`src/verilog/tkca_pkg.sv`:
```
package tkca_pkg;
  // Register byte addresses
  localparam logic [7:0] A_CTRL = 8'h00;
  localparam logic [7:0] A_STAT = 8'h04;
  localparam logic [7:0] A_RTC_LO = 8'h08;
  localparam logic [7:0] A_RTC_HI = 8'h0C;
  localparam logic [7:0] A_ITM_LO = 8'h10;
  localparam logic [7:0] A_ITM_HI = 8'h14;
  localparam logic [7:0] A_CYC = 8'h18;
  localparam logic [7:0] A_RAL_LO = 8'h1C;
  localparam logic [7:0] A_RAL_HI = 8'h20;
  localparam logic [7:0] A_IAL_LO = 8'h24;
  localparam logic [7:0] A_IAL_HI = 8'h28;
  localparam logic [7:0] A_CAL = 8'h2C;
  localparam logic [7:0] A_SNAP = 8'h30;
  localparam logic [7:0] A_EXP = 8'h34;
  // Control bits; counter index k matches its write protect bit k
  localparam int C_WPR = 0;
  localparam int C_WPI = 1;
  localparam int C_WPC = 2;
  localparam int C_RO = 3;
  localparam int C_OSC = 4;
  localparam int C_MODE = 5;
  localparam int C_STOP = 6;
  localparam int C_EDGE_DELAY_SELECT = 7;
  // Status layout: flags low, active-low enables above
  localparam int S_IE = 3;
  localparam logic [7:0] CTRL_RST = 8'h00;
  localparam logic [2:0] IE_N_RST = 3'h7;
  // Time base
  localparam logic [23:0] CLK_HZ = 24'h98_9680;
  localparam logic [23:0] OSC_HZ = 24'h00_8000;
  localparam int US_PER_S = 32'h000F_4240;
  localparam int DLY_LONG_US = 32'h0001_E078;
  localparam int DLY_SHORT_US = 32'h0000_0DAC;
  localparam logic [20:0] LONG_CYC = 21'(DLY_LONG_US * (int'(CLK_HZ) / US_PER_S));
  localparam logic [20:0] SHORT_CYC = 21'(DLY_SHORT_US * (int'(CLK_HZ) / US_PER_S));
  // I/O line qualifier states
  typedef enum logic [3:0] {
    QS_LOW = 4'h1,
    QS_HIGH_PEND = 4'h2,
    QS_HIGH = 4'h4,
    QS_LOW_PEND = 4'h8
  } tkca_qstate_t;
endpackage

```
`src/verilog/tkca_qual_if.sv`:
```
`timescale 1ns/1ns
interface tkca_qual_if;
  logic io_level;
  logic edge_delay_select;
  logic run_en;
  logic auto_gate;
  logic cycle_step;
  modport core (output io_level, output edge_delay_select, output run_en, input auto_gate, input cycle_step);
  modport filt (input io_level, input edge_delay_select, input run_en, output auto_gate, output cycle_step);
endinterface
```
`src/verilog/tkca_core.sv`:
```
// Contract
// - All timekeeping runs from the 32.768kHz oscillator, only while it runs.
// - The oscillator enable bit in the control register starts and stops it.
// - A snapshot copies all counters to holding registers; reads return those.
// - Real-time clock is a 40-bit counter advancing 256 times per second.
// - Low byte is 1/256 seconds, upper four bytes whole seconds.
// - Interval timer is 40 bits, advancing 256 times per second when enabled.
// - Mode select bit picks automatic or manual interval timer operation.
// - Auto mode: timer starts once the line stays high for the delay.
// - Auto mode: timer stops once the line stays low for the delay.
// - Manual mode: only the run/stop bit enables or halts the timer.
// - Cycle counter is a 32-bit count of line cycles.
// - Cycle counter advances on a falling edge after a qualified high time.
// - Each counter sets its alarm flag when it equals its alarm register.
// - A set flag with its enable active drives the interrupt output.
// - Alarm on a protected counter and alarm restricts device access.
// - Delay select one needs about 123 ms, zero about 3.5 ms.
// - Mode select one means automatic, zero means manual.
// - Manual mode counts while run/stop is zero, halts at one.
// - Oscillator enable one starts the oscillator, zero stops it.
//
// The APB interface to the registers and the register addresses were decided locally.
`timescale 1ns/1ns
module tkca_core #(
  parameter logic [20:0] LONG_CYC = tkca_pkg::LONG_CYC,
  parameter logic [20:0] SHORT_CYC = tkca_pkg::SHORT_CYC
) (
  input wire logic CORE_CLK,
  input wire logic RSTN,
  input wire logic PSEL,
  input wire logic PENABLE,
  input wire logic PWRITE,
  input wire logic [7:0] PADDR,
  input wire logic [31:0] PWDATA,
  output logic [31:0] PRDATA,
  output logic PREADY,
  output logic PSLVERR,
  input wire logic IO_LINE,
  output logic IRQ_OEN,
  output logic SECOND_PULSE_OUT_OEN
);
  logic pready_q;
  logic pslverr_q;
  logic [31:0] prdata_q;
  logic acc;
  logic [7:0] ctrl_q;
  logic [2:0] flag_q;
  logic [2:0] ie_n_q;
  logic expired_q;
  logic irq_n_q;
  logic [39:0] rtc_q;
  logic [39:0] itm_q;
  logic [31:0] cyc_q;
  logic [39:0] rtc_al_q;
  logic [39:0] itm_al_q;
  logic [31:0] cyc_al_q;
  logic [39:0] rtc_h_q;
  logic [39:0] itm_h_q;
  logic [31:0] cyc_h_q;
  logic [23:0] ph_q;
  logic [24:0] ph_sum;
  logic osc_pulse;
  logic [6:0] div_q;
  logic tick;
  logic [7:0] sec_q;
  logic itm_run;
  logic [2:0] eq;
  logic [2:0] eq_prev_q;
  logic [2:0] alarm_ev;
  logic [39:0] cnt_v [3];
  logic [39:0] al_v [3];
  logic wr_ok;
  logic rd_ok;
  logic [31:0] rd_d;
  logic rd_map;
  tkca_qual_if qif ();

  // True when this edge completes a write to the given register
  function automatic logic wr_hit(input logic a, input logic w, input logic [7:0] p, input logic [7:0] off);
    return a && w && (p == off);
  endfunction

  ////////////////////////////////////////////////////////////////////////
  // APB slave: one wait state, answer registered
  assign acc = PSEL && PENABLE && pready_q;
  assign PREADY = pready_q;
  assign PSLVERR = pslverr_q;
  assign PRDATA = prdata_q;
  // Expired with read-only set blocks writes; expired otherwise blocks all
  assign wr_ok = !expired_q;
  assign rd_ok = !expired_q || ctrl_q[tkca_pkg::C_RO];

  // Read mux over holding registers and live control state
  always_comb begin
    rd_d = 32'h0000_0000;
    rd_map = 1'b1;
    case (PADDR)
      tkca_pkg::A_CTRL: rd_d = {24'h00_0000, ctrl_q};
      tkca_pkg::A_STAT: rd_d = {26'h000_0000, ie_n_q, flag_q};
      tkca_pkg::A_RTC_LO: rd_d = rtc_h_q[31:0];
      tkca_pkg::A_RTC_HI: rd_d = {24'h00_0000, rtc_h_q[39:32]};
      tkca_pkg::A_ITM_LO: rd_d = itm_h_q[31:0];
      tkca_pkg::A_ITM_HI: rd_d = {24'h00_0000, itm_h_q[39:32]};
      tkca_pkg::A_CYC: rd_d = cyc_h_q;
      tkca_pkg::A_RAL_LO: rd_d = rtc_al_q[31:0];
      tkca_pkg::A_RAL_HI: rd_d = {24'h00_0000, rtc_al_q[39:32]};
      tkca_pkg::A_IAL_LO: rd_d = itm_al_q[31:0];
      tkca_pkg::A_IAL_HI: rd_d = {24'h00_0000, itm_al_q[39:32]};
      tkca_pkg::A_CAL: rd_d = cyc_al_q;
      tkca_pkg::A_SNAP: rd_d = 32'h0000_0000;
      tkca_pkg::A_EXP: rd_d = {31'h0000_0000, expired_q};
      default: rd_map = 1'b0;
    endcase
  end

  // Answer one cycle into the access phase
  always_ff @(posedge CORE_CLK) begin
    if (!RSTN) begin
      pready_q <= 1'b0;
      pslverr_q <= 1'b0;
      prdata_q <= 32'h0000_0000;
    end else begin
      pready_q <= PSEL && PENABLE && !pready_q;
      pslverr_q <= PSEL && PENABLE && !pready_q && (!rd_map || (PWRITE ? !wr_ok : !rd_ok));
      prdata_q <= (PSEL && PENABLE && !pready_q && !PWRITE && rd_ok) ? rd_d : 32'h0000_0000;
    end
  end

  ////////////////////////////////////////////////////////////////////////
  // Control register; protect bits can only be set, read-only bit locks with them
  always_ff @(posedge CORE_CLK) begin
    if (!RSTN) begin
      ctrl_q <= tkca_pkg::CTRL_RST;
    end else if (wr_ok && wr_hit(acc, PWRITE, PADDR, tkca_pkg::A_CTRL)) begin
      ctrl_q[2:0] <= ctrl_q[2:0] | PWDATA[2:0];
      ctrl_q[tkca_pkg::C_RO] <= (|ctrl_q[2:0]) ? ctrl_q[tkca_pkg::C_RO] : PWDATA[tkca_pkg::C_RO];
      ctrl_q[7:4] <= PWDATA[7:4];
    end
  end

  ////////////////////////////////////////////////////////////////////////
  // Crystal model: exact 32.768kHz enable by phase accumulation
  assign ph_sum = {1'b0, ph_q} + {1'b0, tkca_pkg::OSC_HZ};
  assign osc_pulse = ctrl_q[tkca_pkg::C_OSC] && (ph_sum >= {1'b0, tkca_pkg::CLK_HZ});
  assign tick = osc_pulse && (div_q == 7'h7F);
  assign SECOND_PULSE_OUT_OEN = sec_q[7];

  // Oscillator phase, stopped while disabled
  always_ff @(posedge CORE_CLK) begin
    if (!RSTN) begin
      ph_q <= 24'h00_0000;
    end else if (ctrl_q[tkca_pkg::C_OSC]) begin
      ph_q <= osc_pulse ? 24'(ph_sum - {1'b0, tkca_pkg::CLK_HZ}) : ph_sum[23:0];
    end
  end

  // Divide by 128 for the tick, by 256 more for the 1 Hz square wave
  always_ff @(posedge CORE_CLK) begin
    if (!RSTN) begin
      div_q <= 7'h00;
      sec_q <= 8'h00;
    end else if (osc_pulse) begin
      div_q <= div_q + 7'h01;
      if (tick) begin
        sec_q <= sec_q + 8'h01;
      end
    end
  end

  ////////////////////////////////////////////////////////////////////////
  // Line qualifier
  assign qif.io_level = IO_LINE;
  assign qif.edge_delay_select = ctrl_q[tkca_pkg::C_EDGE_DELAY_SELECT];
  assign qif.run_en = ctrl_q[tkca_pkg::C_OSC];

  tkca_qual #(.LONG_CYC(LONG_CYC), .SHORT_CYC(SHORT_CYC)) u_qual (
    .clk(CORE_CLK),
    .rst_n(RSTN),
    .q(qif)
  );

  // Timer enable: line gate in auto mode, active-low run/stop in manual
  assign itm_run = ctrl_q[tkca_pkg::C_MODE] ? qif.auto_gate : !ctrl_q[tkca_pkg::C_STOP];

  ////////////////////////////////////////////////////////////////////////
  // Real-time clock: free running, wraps silently
  always_ff @(posedge CORE_CLK) begin
    if (!RSTN) begin
      rtc_q <= 40'h00_0000_0000;
    end else if (!ctrl_q[tkca_pkg::C_WPR] && wr_ok && wr_hit(acc, PWRITE, PADDR, tkca_pkg::A_RTC_LO)) begin
      rtc_q[31:0] <= PWDATA;
    end else if (!ctrl_q[tkca_pkg::C_WPR] && wr_ok && wr_hit(acc, PWRITE, PADDR, tkca_pkg::A_RTC_HI)) begin
      rtc_q[39:32] <= PWDATA[7:0];
    end else if (tick) begin
      rtc_q <= rtc_q + 40'h00_0000_0001;
    end
  end

  // Interval timer: advances on the tick only while enabled
  always_ff @(posedge CORE_CLK) begin
    if (!RSTN) begin
      itm_q <= 40'h00_0000_0000;
    end else if (!ctrl_q[tkca_pkg::C_WPI] && wr_ok && wr_hit(acc, PWRITE, PADDR, tkca_pkg::A_ITM_LO)) begin
      itm_q[31:0] <= PWDATA;
    end else if (!ctrl_q[tkca_pkg::C_WPI] && wr_ok && wr_hit(acc, PWRITE, PADDR, tkca_pkg::A_ITM_HI)) begin
      itm_q[39:32] <= PWDATA[7:0];
    end else if (tick && itm_run) begin
      itm_q <= itm_q + 40'h00_0000_0001;
    end
  end

  // Cycle counter: one per qualified line cycle
  always_ff @(posedge CORE_CLK) begin
    if (!RSTN) begin
      cyc_q <= 32'h0000_0000;
    end else if (!ctrl_q[tkca_pkg::C_WPC] && wr_ok && wr_hit(acc, PWRITE, PADDR, tkca_pkg::A_CYC)) begin
      cyc_q <= PWDATA;
    end else if (qif.cycle_step) begin
      cyc_q <= cyc_q + 32'h0000_0001;
    end
  end

  // Alarm registers, locked with their counter
  always_ff @(posedge CORE_CLK) begin
    if (!RSTN) begin
      rtc_al_q <= 40'h00_0000_0000;
      itm_al_q <= 40'h00_0000_0000;
      cyc_al_q <= 32'h0000_0000;
    end else if (wr_ok && acc && PWRITE) begin
      if (!ctrl_q[tkca_pkg::C_WPR] && PADDR == tkca_pkg::A_RAL_LO) rtc_al_q[31:0] <= PWDATA;
      if (!ctrl_q[tkca_pkg::C_WPR] && PADDR == tkca_pkg::A_RAL_HI) rtc_al_q[39:32] <= PWDATA[7:0];
      if (!ctrl_q[tkca_pkg::C_WPI] && PADDR == tkca_pkg::A_IAL_LO) itm_al_q[31:0] <= PWDATA;
      if (!ctrl_q[tkca_pkg::C_WPI] && PADDR == tkca_pkg::A_IAL_HI) itm_al_q[39:32] <= PWDATA[7:0];
      if (!ctrl_q[tkca_pkg::C_WPC] && PADDR == tkca_pkg::A_CAL) cyc_al_q <= PWDATA;
    end
  end

  // Snapshot into holding registers on a snapshot write
  always_ff @(posedge CORE_CLK) begin
    if (!RSTN) begin
      rtc_h_q <= 40'h00_0000_0000;
      itm_h_q <= 40'h00_0000_0000;
      cyc_h_q <= 32'h0000_0000;
    end else if (rd_ok && wr_hit(acc, PWRITE, PADDR, tkca_pkg::A_SNAP)) begin
      rtc_h_q <= rtc_q;
      itm_h_q <= itm_q;
      cyc_h_q <= cyc_q;
    end
  end

  ////////////////////////////////////////////////////////////////////////
  // Alarm compare, one lane per counter
  assign cnt_v[0] = rtc_q;
  assign cnt_v[1] = itm_q;
  assign cnt_v[2] = {8'h00, cyc_q};
  assign al_v[0] = rtc_al_q;
  assign al_v[1] = itm_al_q;
  assign al_v[2] = {8'h00, cyc_al_q};

  for (genvar k = 0; k < 3; k++) begin : g_alarm
    assign eq[k] = (cnt_v[k] == al_v[k]);
    assign alarm_ev[k] = eq[k] && !eq_prev_q[k];
  end

  // Equality history so a match fires once
  always_ff @(posedge CORE_CLK) begin
    if (!RSTN) begin
      eq_prev_q <= 3'h7;
    end else begin
      eq_prev_q <= eq;
    end
  end

  // Sticky flags, cleared by reading status; a new alarm wins over the clear
  always_ff @(posedge CORE_CLK) begin
    if (!RSTN) begin
      flag_q <= 3'h0;
    end else if (rd_ok && acc && !PWRITE && PADDR == tkca_pkg::A_STAT) begin
      flag_q <= alarm_ev;
    end else begin
      flag_q <= flag_q | alarm_ev;
    end
  end

  // Active-low interrupt enables
  always_ff @(posedge CORE_CLK) begin
    if (!RSTN) begin
      ie_n_q <= tkca_pkg::IE_N_RST;
    end else if (wr_ok && wr_hit(acc, PWRITE, PADDR, tkca_pkg::A_STAT)) begin
      ie_n_q <= PWDATA[tkca_pkg::S_IE +: 3];
    end
  end

  // Open-drain interrupt, low pulls the pin
  always_ff @(posedge CORE_CLK) begin
    if (!RSTN) begin
      irq_n_q <= 1'b1;
    end else begin
      irq_n_q <= !(|(flag_q & ~ie_n_q));
    end
  end
  assign IRQ_OEN = irq_n_q;

  // Expiration latch, cleared only by reset
  always_ff @(posedge CORE_CLK) begin
    if (!RSTN) begin
      expired_q <= 1'b0;
    end else if (|(alarm_ev & ctrl_q[2:0])) begin
      expired_q <= 1'b1;
    end
  end

  // Oscillator pulses seen since the last tick, kept apart from the divider
  logic [7:0] osc_seen_q;
  always_ff @(posedge CORE_CLK) begin
    if (!RSTN) begin
      osc_seen_q <= 8'h00;
    end else if (tick) begin
      osc_seen_q <= 8'h00;
    end else if (osc_pulse) begin
      osc_seen_q <= osc_seen_q + 8'h01;
    end
  end
endmodule

```
`src/verilog/tkca_qual.sv`:
```
`timescale 1ns/1ns
module tkca_qual #(
  parameter logic [20:0] LONG_CYC = tkca_pkg::LONG_CYC,
  parameter logic [20:0] SHORT_CYC = tkca_pkg::SHORT_CYC
) (
  input wire logic clk,
  input wire logic rst_n,
  tkca_qual_if.filt q
);
  tkca_pkg::tkca_qstate_t st_q;
  logic [20:0] cnt_q;
  logic [20:0] lim;
  logic done;
  logic gate_q;
  logic step_q;

  // Hold time picked by delay select; counts only with the oscillator running
  assign lim = q.edge_delay_select ? LONG_CYC : SHORT_CYC;
  assign done = (cnt_q >= lim);
  assign q.auto_gate = gate_q;
  assign q.cycle_step = step_q;

  ////////////////////////////////////////////////////////////////////////
  // Level tracking state machine
  always_ff @(posedge clk) begin
    if (!rst_n) begin
      st_q <= tkca_pkg::QS_LOW;
      cnt_q <= 21'h00_0000;
    end else if (q.run_en) begin
      case (st_q)
        tkca_pkg::QS_LOW: begin
          if (q.io_level) begin
            st_q <= tkca_pkg::QS_HIGH_PEND;
            cnt_q <= 21'h00_0000;
          end
        end
        tkca_pkg::QS_HIGH_PEND: begin
          if (!q.io_level) begin
            st_q <= gate_q ? tkca_pkg::QS_LOW_PEND : tkca_pkg::QS_LOW;
            cnt_q <= 21'h00_0000;
          end else if (done) begin
            st_q <= tkca_pkg::QS_HIGH;
          end else begin
            cnt_q <= cnt_q + 21'h00_0001;
          end
        end
        tkca_pkg::QS_HIGH: begin
          if (!q.io_level) begin
            st_q <= tkca_pkg::QS_LOW_PEND;
            cnt_q <= 21'h00_0000;
          end
        end
        tkca_pkg::QS_LOW_PEND: begin
          if (q.io_level) begin
            st_q <= tkca_pkg::QS_HIGH_PEND;
            cnt_q <= 21'h00_0000;
          end else if (done) begin
            st_q <= tkca_pkg::QS_LOW;
          end else begin
            cnt_q <= cnt_q + 21'h00_0001;
          end
        end
        default: begin
          st_q <= tkca_pkg::QS_LOW;
        end
      endcase
    end
  end

  // Auto mode gate: opens after a qualified high, closes after a qualified low
  always_ff @(posedge clk) begin
    if (!rst_n) begin
      gate_q <= 1'b0;
    end else if (q.run_en && st_q == tkca_pkg::QS_HIGH_PEND && q.io_level && done) begin
      gate_q <= 1'b1;
    end else if (q.run_en && st_q == tkca_pkg::QS_LOW_PEND && !q.io_level && done) begin
      gate_q <= 1'b0;
    end
  end

  // One pulse per falling edge that ends a qualified high time
  always_ff @(posedge clk) begin
    if (!rst_n) begin
      step_q <= 1'b0;
    end else begin
      step_q <= q.run_en && st_q == tkca_pkg::QS_HIGH && !q.io_level;
    end
  end
endmodule

```
`config.mk`:
```
export PLATFORM = sky130hd
export DESIGN_NAME = tkca_core
export DESIGN_NICKNAME = d
export VERILOG_FILES = /design/src/verilog/tkca_pkg.sv /design/src/verilog/tkca_qual_if.sv /design/src/verilog/tkca_core.sv /design/src/verilog/tkca_qual.sv
export SDC_FILE = /design/constraint.sdc
export NUM_CORES = 1
export LEC_CHECK = 0
export BUFFER_PORTS_ARGS = -buffer_cell sky130_fd_sc_hd__buf_4
export CAP_MARGIN = 20
export CORE_MARGIN = 2
export CORE_UTILIZATION = 56
export DETAILED_ROUTE_END_ITERATION = 6
export PLACE_DENSITY = 0.83
export SYNTH_ARGS = -nofsm -noshare
export SYNTH_HDL_FRONTEND = slang
export SYNTH_SLANG_ARGS = --single-unit
```
`constraint.sdc`:
```
create_clock -name CORE_CLK -period 2.92 [get_ports CORE_CLK]
set_input_delay 0.584 -clock CORE_CLK [delete_from_list [all_inputs] [get_ports CORE_CLK]]
set_output_delay 0.584 -clock CORE_CLK [all_outputs]
set_load 0.01 [all_outputs]
```
==> run_results.csv, run 1 <==
group,metric,value,unit
status,status,"finished clean",
sta,setup-violations-final,0,
sta,drv_slew,0,
synthesis,synthTopCellsByArea,"dfxtp_1, nand2_1, a21oi_1",
power_and_ir_drop,p_switching,2.89,mW
detailed_routing,drc_errors,0,
die,die_w,204,um
sta,hold_viol,0,
power_and_ir_drop,p_per_area,507,nW/um2
synthesis,synthCells,2807,
clock_network,cts_root_buf,"clkbuf_16",
global_route,grt_overflow,0,
die,io_pins,82,
setup_path,crit_start,"ph_q[16]$_SDFFE_PN0P_",
synthesis,synth_area,22500,um2
sta,fin_crit,2.87,ns
sta,max_freq,349,MHz
synthesis,synth_top_area_share,0.399,
power_and_ir_drop,p_int,10.2,mW
sta,tightest_slew,1.07,ns
synthesis,ys_ff_latch,448,
power_and_ir_drop,p_sw_frac,0.221,
setup_path,ff2ff_setup_slack,0.05,ns
setup_path,required,3.42,ns
layout,fin_cells,3411,
power_and_ir_drop,pwr-share-clk,0.504,
place,dp.final_hpwl,55.7,mm
setup_path,r2r-end,"rtc_q[14]$_SDFFE_PN0P_",
layout,insertedDiodeCount,0,
global_route,grt_max_degree,200,
power_and_ir_drop,peakVddDrop,0.547,mV
detailed_routing,drt_pass1_iterations,7,
worst_hold_path,hp-class,"in2reg",
sta,fin_crit_sh,0.982,
clock_network,cts_sinks,448,
synthesis,synth_top_flop_cell,"dfxtp_1",
setup_path,rr_startpoint,"ph_q[16]$_SDFFE_PN0P_",
die,core_area,39600,um2
global_route,track_usage,0.380,
global_route,grt_pass1_wl,124,mm
setup_path,critPathArrivalTime,3.37,ns
place,globalplace.congestion,1.05,
power_and_ir_drop,comb_power_share,0.028,
clock_network,cts_tree,"built",
die,dieArea,41700,um2
power_and_ir_drop,total_leakage_power,8.45,nW
detailed_routing,drtAntennaViolNets,0,
sta,setup_tns,0,ns
place,io_buffer_count,81,
power_and_ir_drop,seqPwrFrac,0.468,
setup_path,crit_path_end,"rtc_q[14]$_SDFFE_PN0P_",
detailed_routing,drtIter0Drc,3330,
die,std_cell_rows,73,
layout,fillCellCount,3297,
clock_network,clkSlewWorstSetupHoldPaths,0.06,ns
synthesis,synth-edff-count,0,
synthesis,synth_top_area_cell,"dfxtp_1",
global_route,grt_pass1_vias,21900,
synthesis,synth_nets,2870,
clock_network,cts_made_buffers,47,
synthesis,async_reset_ff_frac,0,
setup_path,start_kind,"register",
detailed_routing,vias_per_cell,6.71,
clock_network,postCtsSetupBuffers,0,
detailed_routing,routed_wl,80.1,mm
layout,final_nets,2910,
setup_path,path_class,"reg2reg",
synthesis,syn_avg_cell_area,8.00,um2
sta,grt_setup_unrepaired,"false",
detailed_routing,wl_per_cell,23.5,um
layout,areaGrowthSynthToFinish,15.2,%
synthesis,synth.yosys.seq_area_share,0.399,
die,die_y,204,um
layout,final_cell_mix,"nand2_1, dfxtp_1, a21oi_1, buf_4, xnor2_1",
synthesis,synth_cell_types,93,
clock_network,clockBufferDepth,3,
die,start_util,0.566,
layout,drive_above_1_share,0.134,
clock_network,ctsHoldBuffers,0,
setup_path,critical_path_peak_fanout,16,
clock_network,clk_latency,0.60,ns
layout,final_common_cell,"nand2_1",
clock_network,htree_levels,2,
setup_path,endpoint_kind,"register",
sta,relSlewSlack,0.283,
place,dp.cells,3323,
detailed_routing,vias,22900,
global_route,antenna_found_initial,3,
flow_run,maxCapViolations,0,
synthesis,yosys_warnings,0,
sta,fin_skew,0.0157,ns
setup_path,ff2ff_path_depth,11,
-- registers in the layout, indices dropped and copies added, names as in the netlist, 3 cells and up --
register      count
PRDATA           32
cyc_h_q          32
sec_q             8
flag_q            3
ie_n_q            3
itm_al_q         40
cyc_al_q         32
ctrl_q            8
rtc_al_q         40
rtc_h_q          40
ph_q             17
eq_prev_q         3
div_q             7
cyc_q            32
itm_h_q          40
u_qual.st_q       4
itm_q            40
rtc_q            40
u_qual.cnt_q     21
-- worst max-delay path, stage by stage (launching register included) --
cell and delay (ns):
dfxtp_2 0.39, inv_1 0.06, ha_1 0.28, or4_1 0.46, o22ai_4 0.19, a2bb2oi_4 0.23
a211oi_4 0.10, buf_6 0.18, o2111ai_2 0.25, buf_6 0.23, o21ai_0 0.15, a31oi_1 0.24
-- layout make-up --
cell class,instances,area [um2],share of cell area
tap,525,657,0.0254
clock inverter,27,382,0.0148
inverter,41,161,0.00624
sequential,448,8980,0.347
clock buffer,61,1320,0.0510
multi-input combinational,2088,12500,0.482
timing repair buffer,221,1890,0.0731
-- synth_stat cells (17+ instances only) --
cell	n
nor3_1	35
and3_1	36
or3_1	32
nand4_1	62
xor2_1	42
a22oi_1	91
nor2_1	125
o21ai_0	111
a31oi_1	74
buf_2	27
or4_1	19
a211oi_1	55
and4_1	22
a21oi_1	305
clkbuf_1	187
nor4_1	27
ha_1	17
inv_1	40
nand3_1	77
xnor2_1	141
nand2_1	568
mux2i_1	19
dfxtp_1	448
-- worst min-delay path by stage --
stage,from,to,slack (ns),cells after the start
2_1_floorplan,itm_h_q[32]$_SDFFE_PN0P_,itm_h_q[32]$_SDFFE_PN0P_,0.43,2
3_5_place_dp,rtc_h_q[27]$_SDFFE_PN0P_,rtc_h_q[27]$_SDFFE_PN0P_,0.44,2
5_1_grt,IO_LINE,u_qual.q.cycle_step$_SDFF_PN0_,0.23,2
6_report,IO_LINE,u_qual.q.cycle_step$_SDFF_PN0_,0.23,2
4_1_cts,IO_LINE,u_qual.q.cycle_step$_SDFF_PN0_,0.21,2
3_3_place_gp,rtc_h_q[7]$_SDFFE_PN0P_,rtc_h_q[7]$_SDFFE_PN0P_,0.44,2
-- power groups by stage --
| stage | registers (mW) | clock network (mW) | logic [mW] |
|---|---|---|---|
| after floorplan | 6.26 | 0 | 0.171 |
| after global placement | 6.27 | 0 | 0.347 |
| after detailed placement | 6.27 | 0 | 0.352 |
| after CTS | 6.13 | 6.61 | 0.352 |
| after global routing | 6.13 | 6.86 | 0.380 |
| final | 6.13 | 6.60 | 0.372 |
-- timing repair --
action,CTS,global route
resized for setup,1,15
endpoints found under the setup margin,2,46
pin swaps,0,1
endpoints found under the hold margin,0,0
-- through the flow --
step	total power [mW]	worst slack (ns)	cell area (um2)	utilization	hold WS, ns
after global placement	6.61	0.117	24100	0.608	0.438
after detailed placement	6.62	0.00677	24100	0.608	0.444
final	13.1	0.0537	25900	0.652	0.226
after CTS	13.1	0.0124	25800	0.651	0.206
after global routing	13.4	0.00286	25900	0.652	0.225
after floorplan	6.43	0.127	22500	-	0.431
-- kinds of logic (layout without fill, tap and decap cells) --
kind of cell | count (synthesis) | in the layout | share of synthesized area
buf+inv | 271 | 350 | 0.0490
xor+xnor | 183 | 183 | 0.0714
flops | 448 | 448 | 0.399
simple gates | 1071 | 1071 | 0.227
fa+ha+maj | 17 | 17 | 0.00947
compound gates | 798 | 798 | 0.236
mux | 19 | 19 | 0.00847
-- routing by layer --
layer  global-route usage  vias to the layer above  share of wire
met5                    0                        -        0.00015
met4                0.240                        2          0.073
met3                0.104                      399           0.14
met2                0.570                     1610           0.42
met1                0.483                    10800           0.37
li1                     -                    10100              -
(Power assumes the default switching activity.)
==> run 2: changes to the inputs <==
--- a/config.mk
+++ b/config.mk
@@ -7,8 +7,10 @@
 export LEC_CHECK = 0
 export BUFFER_PORTS_ARGS = -buffer_cell sky130_fd_sc_hd__buf_4
 export CAP_MARGIN = 20
+export CELL_PAD_IN_SITES_DETAIL_PLACEMENT = 0
+export CELL_PAD_IN_SITES_GLOBAL_PLACEMENT = 2
 export CORE_MARGIN = 2
-export CORE_UTILIZATION = 56
+export CORE_UTILIZATION = 34
 export DETAILED_ROUTE_END_ITERATION = 6
 export PLACE_DENSITY = 0.83
 export SYNTH_ARGS = -nofsm -noshare
==> run 2 against run 1 <==
  * Worst setup slack improved by 0.073 ns
  * Fmax rose by 2.6%
  * Core utilization fell by 25 points
  * Largest power group unchanged
  * Largest cell class unchanged
==> run_results.csv, run 2 (synthesized netlist as in run 1, its figures left out) <==
group,metric,value,unit
flow_run,maxCapViolations,0,
detailed_routing,vias,21700,
clock_network,ctsHoldBuffers,0,
layout,multiInputGateArea,12500,um2
clock_network,cts_made_buffers,51,
power_and_ir_drop,comb_power_share,0.031,
setup_path,slowest_delay,0.46,ns
layout,drive_above_1_share,0.142,
sta,relSlewSlack,0.458,
sta,drv_slew,0,
sta,hold_viol,0,
layout,regArea,8970,um2
worst_hold_path,hp-class,"in2reg",
detailed_routing,routed_wl,87.5,mm
place,dp_slack,0.0460,ns
global_route,antenna_found_initial,0,
power_and_ir_drop,peakVddDrop,0.497,mV
detailed_routing,drc_errors,0,
layout,final_common_cell,"nand2_1",
status,status,"finished clean",
sta,fin_crit_sh,0.957,
detailed_routing,drtIter0Drc,2313,
setup_path,required,3.45,ns
sta,setup-violations-final,0,
die,std_cell_rows,94,
power_and_ir_drop,p_sw_frac,0.240,
detailed_routing,drtAntennaViolNets,0,
power_and_ir_drop,p_per_area,489,nW/um2
die,core_area,65500,um2
die,start_util,0.343,
place,dp.final_hpwl,60.3,mm
layout,final_nets,2932,
clock_network,htree_levels,2,
global_route,grt_pass1_vias,20500,
detailed_routing,drt_pass1_iterations,6,
global_route,track_usage,0.252,
sta,fin_skew,0.0320,ns
die,io_pins,82,
place,io_buffer_count,81,
die,die_w,261,um
clock_network,cts_tree,"built",
sta,tightest_slew,0.808,ns
sta,fin_crit,2.79,ns
die,dieArea,68100,um2
clock_network,clkSlewWorstSetupHoldPaths,0.06,ns
power_and_ir_drop,seqPwrFrac,0.473,
place,globalplace.congestion,0.871,
power_and_ir_drop,p_int,9.87,mW
global_route,grt_overflow,0,
clock_network,ctsResizeCount,0,
layout,fillCellCount,6585,
power_and_ir_drop,pwr-share-clk,0.496,
clock_network,cts_sinks,448,
power_and_ir_drop,total_leakage_power,8.55,nW
setup_path,cpMostUsedCell,"buf_12",
power_and_ir_drop,p_switching,3.11,mW
setup_path,start_kind,"register",
detailed_routing,vias_per_cell,5.75,
clock_network,cts_root_buf,"clkbuf_16",
global_route,grt_max_degree,116,
layout,areaGrowthSynthToFinish,18.1,%
setup_path,endpoint_kind,"register",
sta,max_freq,358,MHz
clock_network,clockBufferDepth,3,
clock_network,clk_latency,0.63,ns
setup_path,critPathArrivalTime,3.33,ns
sta,setup_tns,0,ns
global_route,grt_pass1_wl,131,mm
layout,final_cell_mix,"nand2_1, dfxtp_1, a21oi_1, buf_4, xnor2_1",
die,die_y,261,um
setup_path,crit_slowest_cell,"or4_1",
setup_path,cp_cell_sequence,"inv_1, ha_1, and3b_2, o22ai_2, a2bb2oi_4, a211oi_4, buf_12, o211ai_2, buf_12, or4_1, a31oi_1",
sta,worst_slack,0.127,ns
setup_path,path_class,"reg2reg",
setup_path,critical_path_peak_fanout,22,
detailed_routing,wl_per_cell,23.2,um
clock_network,postCtsSetupBuffers,0,
-- run 2: per-stage QoR --
stage	cells	instance area [um2]	power, mW	utilization	hold WS (ns)
final	3777	26500	13.0	0.405	0.275
after global routing	3775	26500	13.3	0.405	0.270
after CTS	3775	26500	13.1	0.404	0.255
after detailed placement	3680	24800	6.66	0.378	0.445
after global placement	3680	24800	6.66	0.378	0.438
after floorplan	2807	22500	6.43	-	0.431
-- run 2: power by group through the flow --
stage                     Combinational [mW]  Clock, mW  Sequential (mW)
after floorplan                        0.171          0             6.26
after CTS                              0.396       6.53             6.13
after global routing                   0.423       6.76             6.13
final                                  0.403       6.44             6.13
after global placement                 0.393          0             6.27
after detailed placement               0.395          0             6.27
-- run 2: worst paths after layout --
path              slack [ns]                     start  cells past startpoint                   endpoint
setup / recovery        0.13      ph_q[7]$_SDFFE_PN0P_                     11      itm_q[5]$_SDFFE_PN0P_
hold / removal          0.27                PWDATA[29]                      3  itm_al_q[29]$_SDFFE_PN0P_
setup reg to reg        0.13      ph_q[7]$_SDFFE_PN0P_                     11      itm_q[5]$_SDFFE_PN0P_
hold reg to reg         0.45  itm_h_q[29]$_SDFFE_PN0P_                      2   itm_h_q[29]$_SDFFE_PN0P_
-- run 2: worst max-delay path, delay by kind of cell, from the launching register on --
| family | cells | cell delay (ns) |
|---|---|---|
| fa+ha+maj | 1 | 0.22 |
| compound gates | 5 | 0.96 |
| flops | 1 | 0.34 |
| buf+inv | 3 | 0.46 |
| simple gates | 2 | 0.74 |
-- run 2: routing by layer --
layer / track usage / routed length [um] / vias up
li1: - / - / 10200
met1: 0.343 / 38600 / 10600
met2: 0.404 / 40300 / 771
met3: 0.0384 / 5540 / 144
met4: 0.0895 / 3090 / 0
met5: 0 / 0 / -
-- run 2: cell type report --
type,instances,area share
multi-input cells,2088,0.473
flip-flops and latches,448,0.338
repair buffers,239,0.0788
clock buffers,79,0.0581
well taps,864,0.0408
inverters,41,0.00609
clock inverters,16,0.00491
diodes,2,0.000189
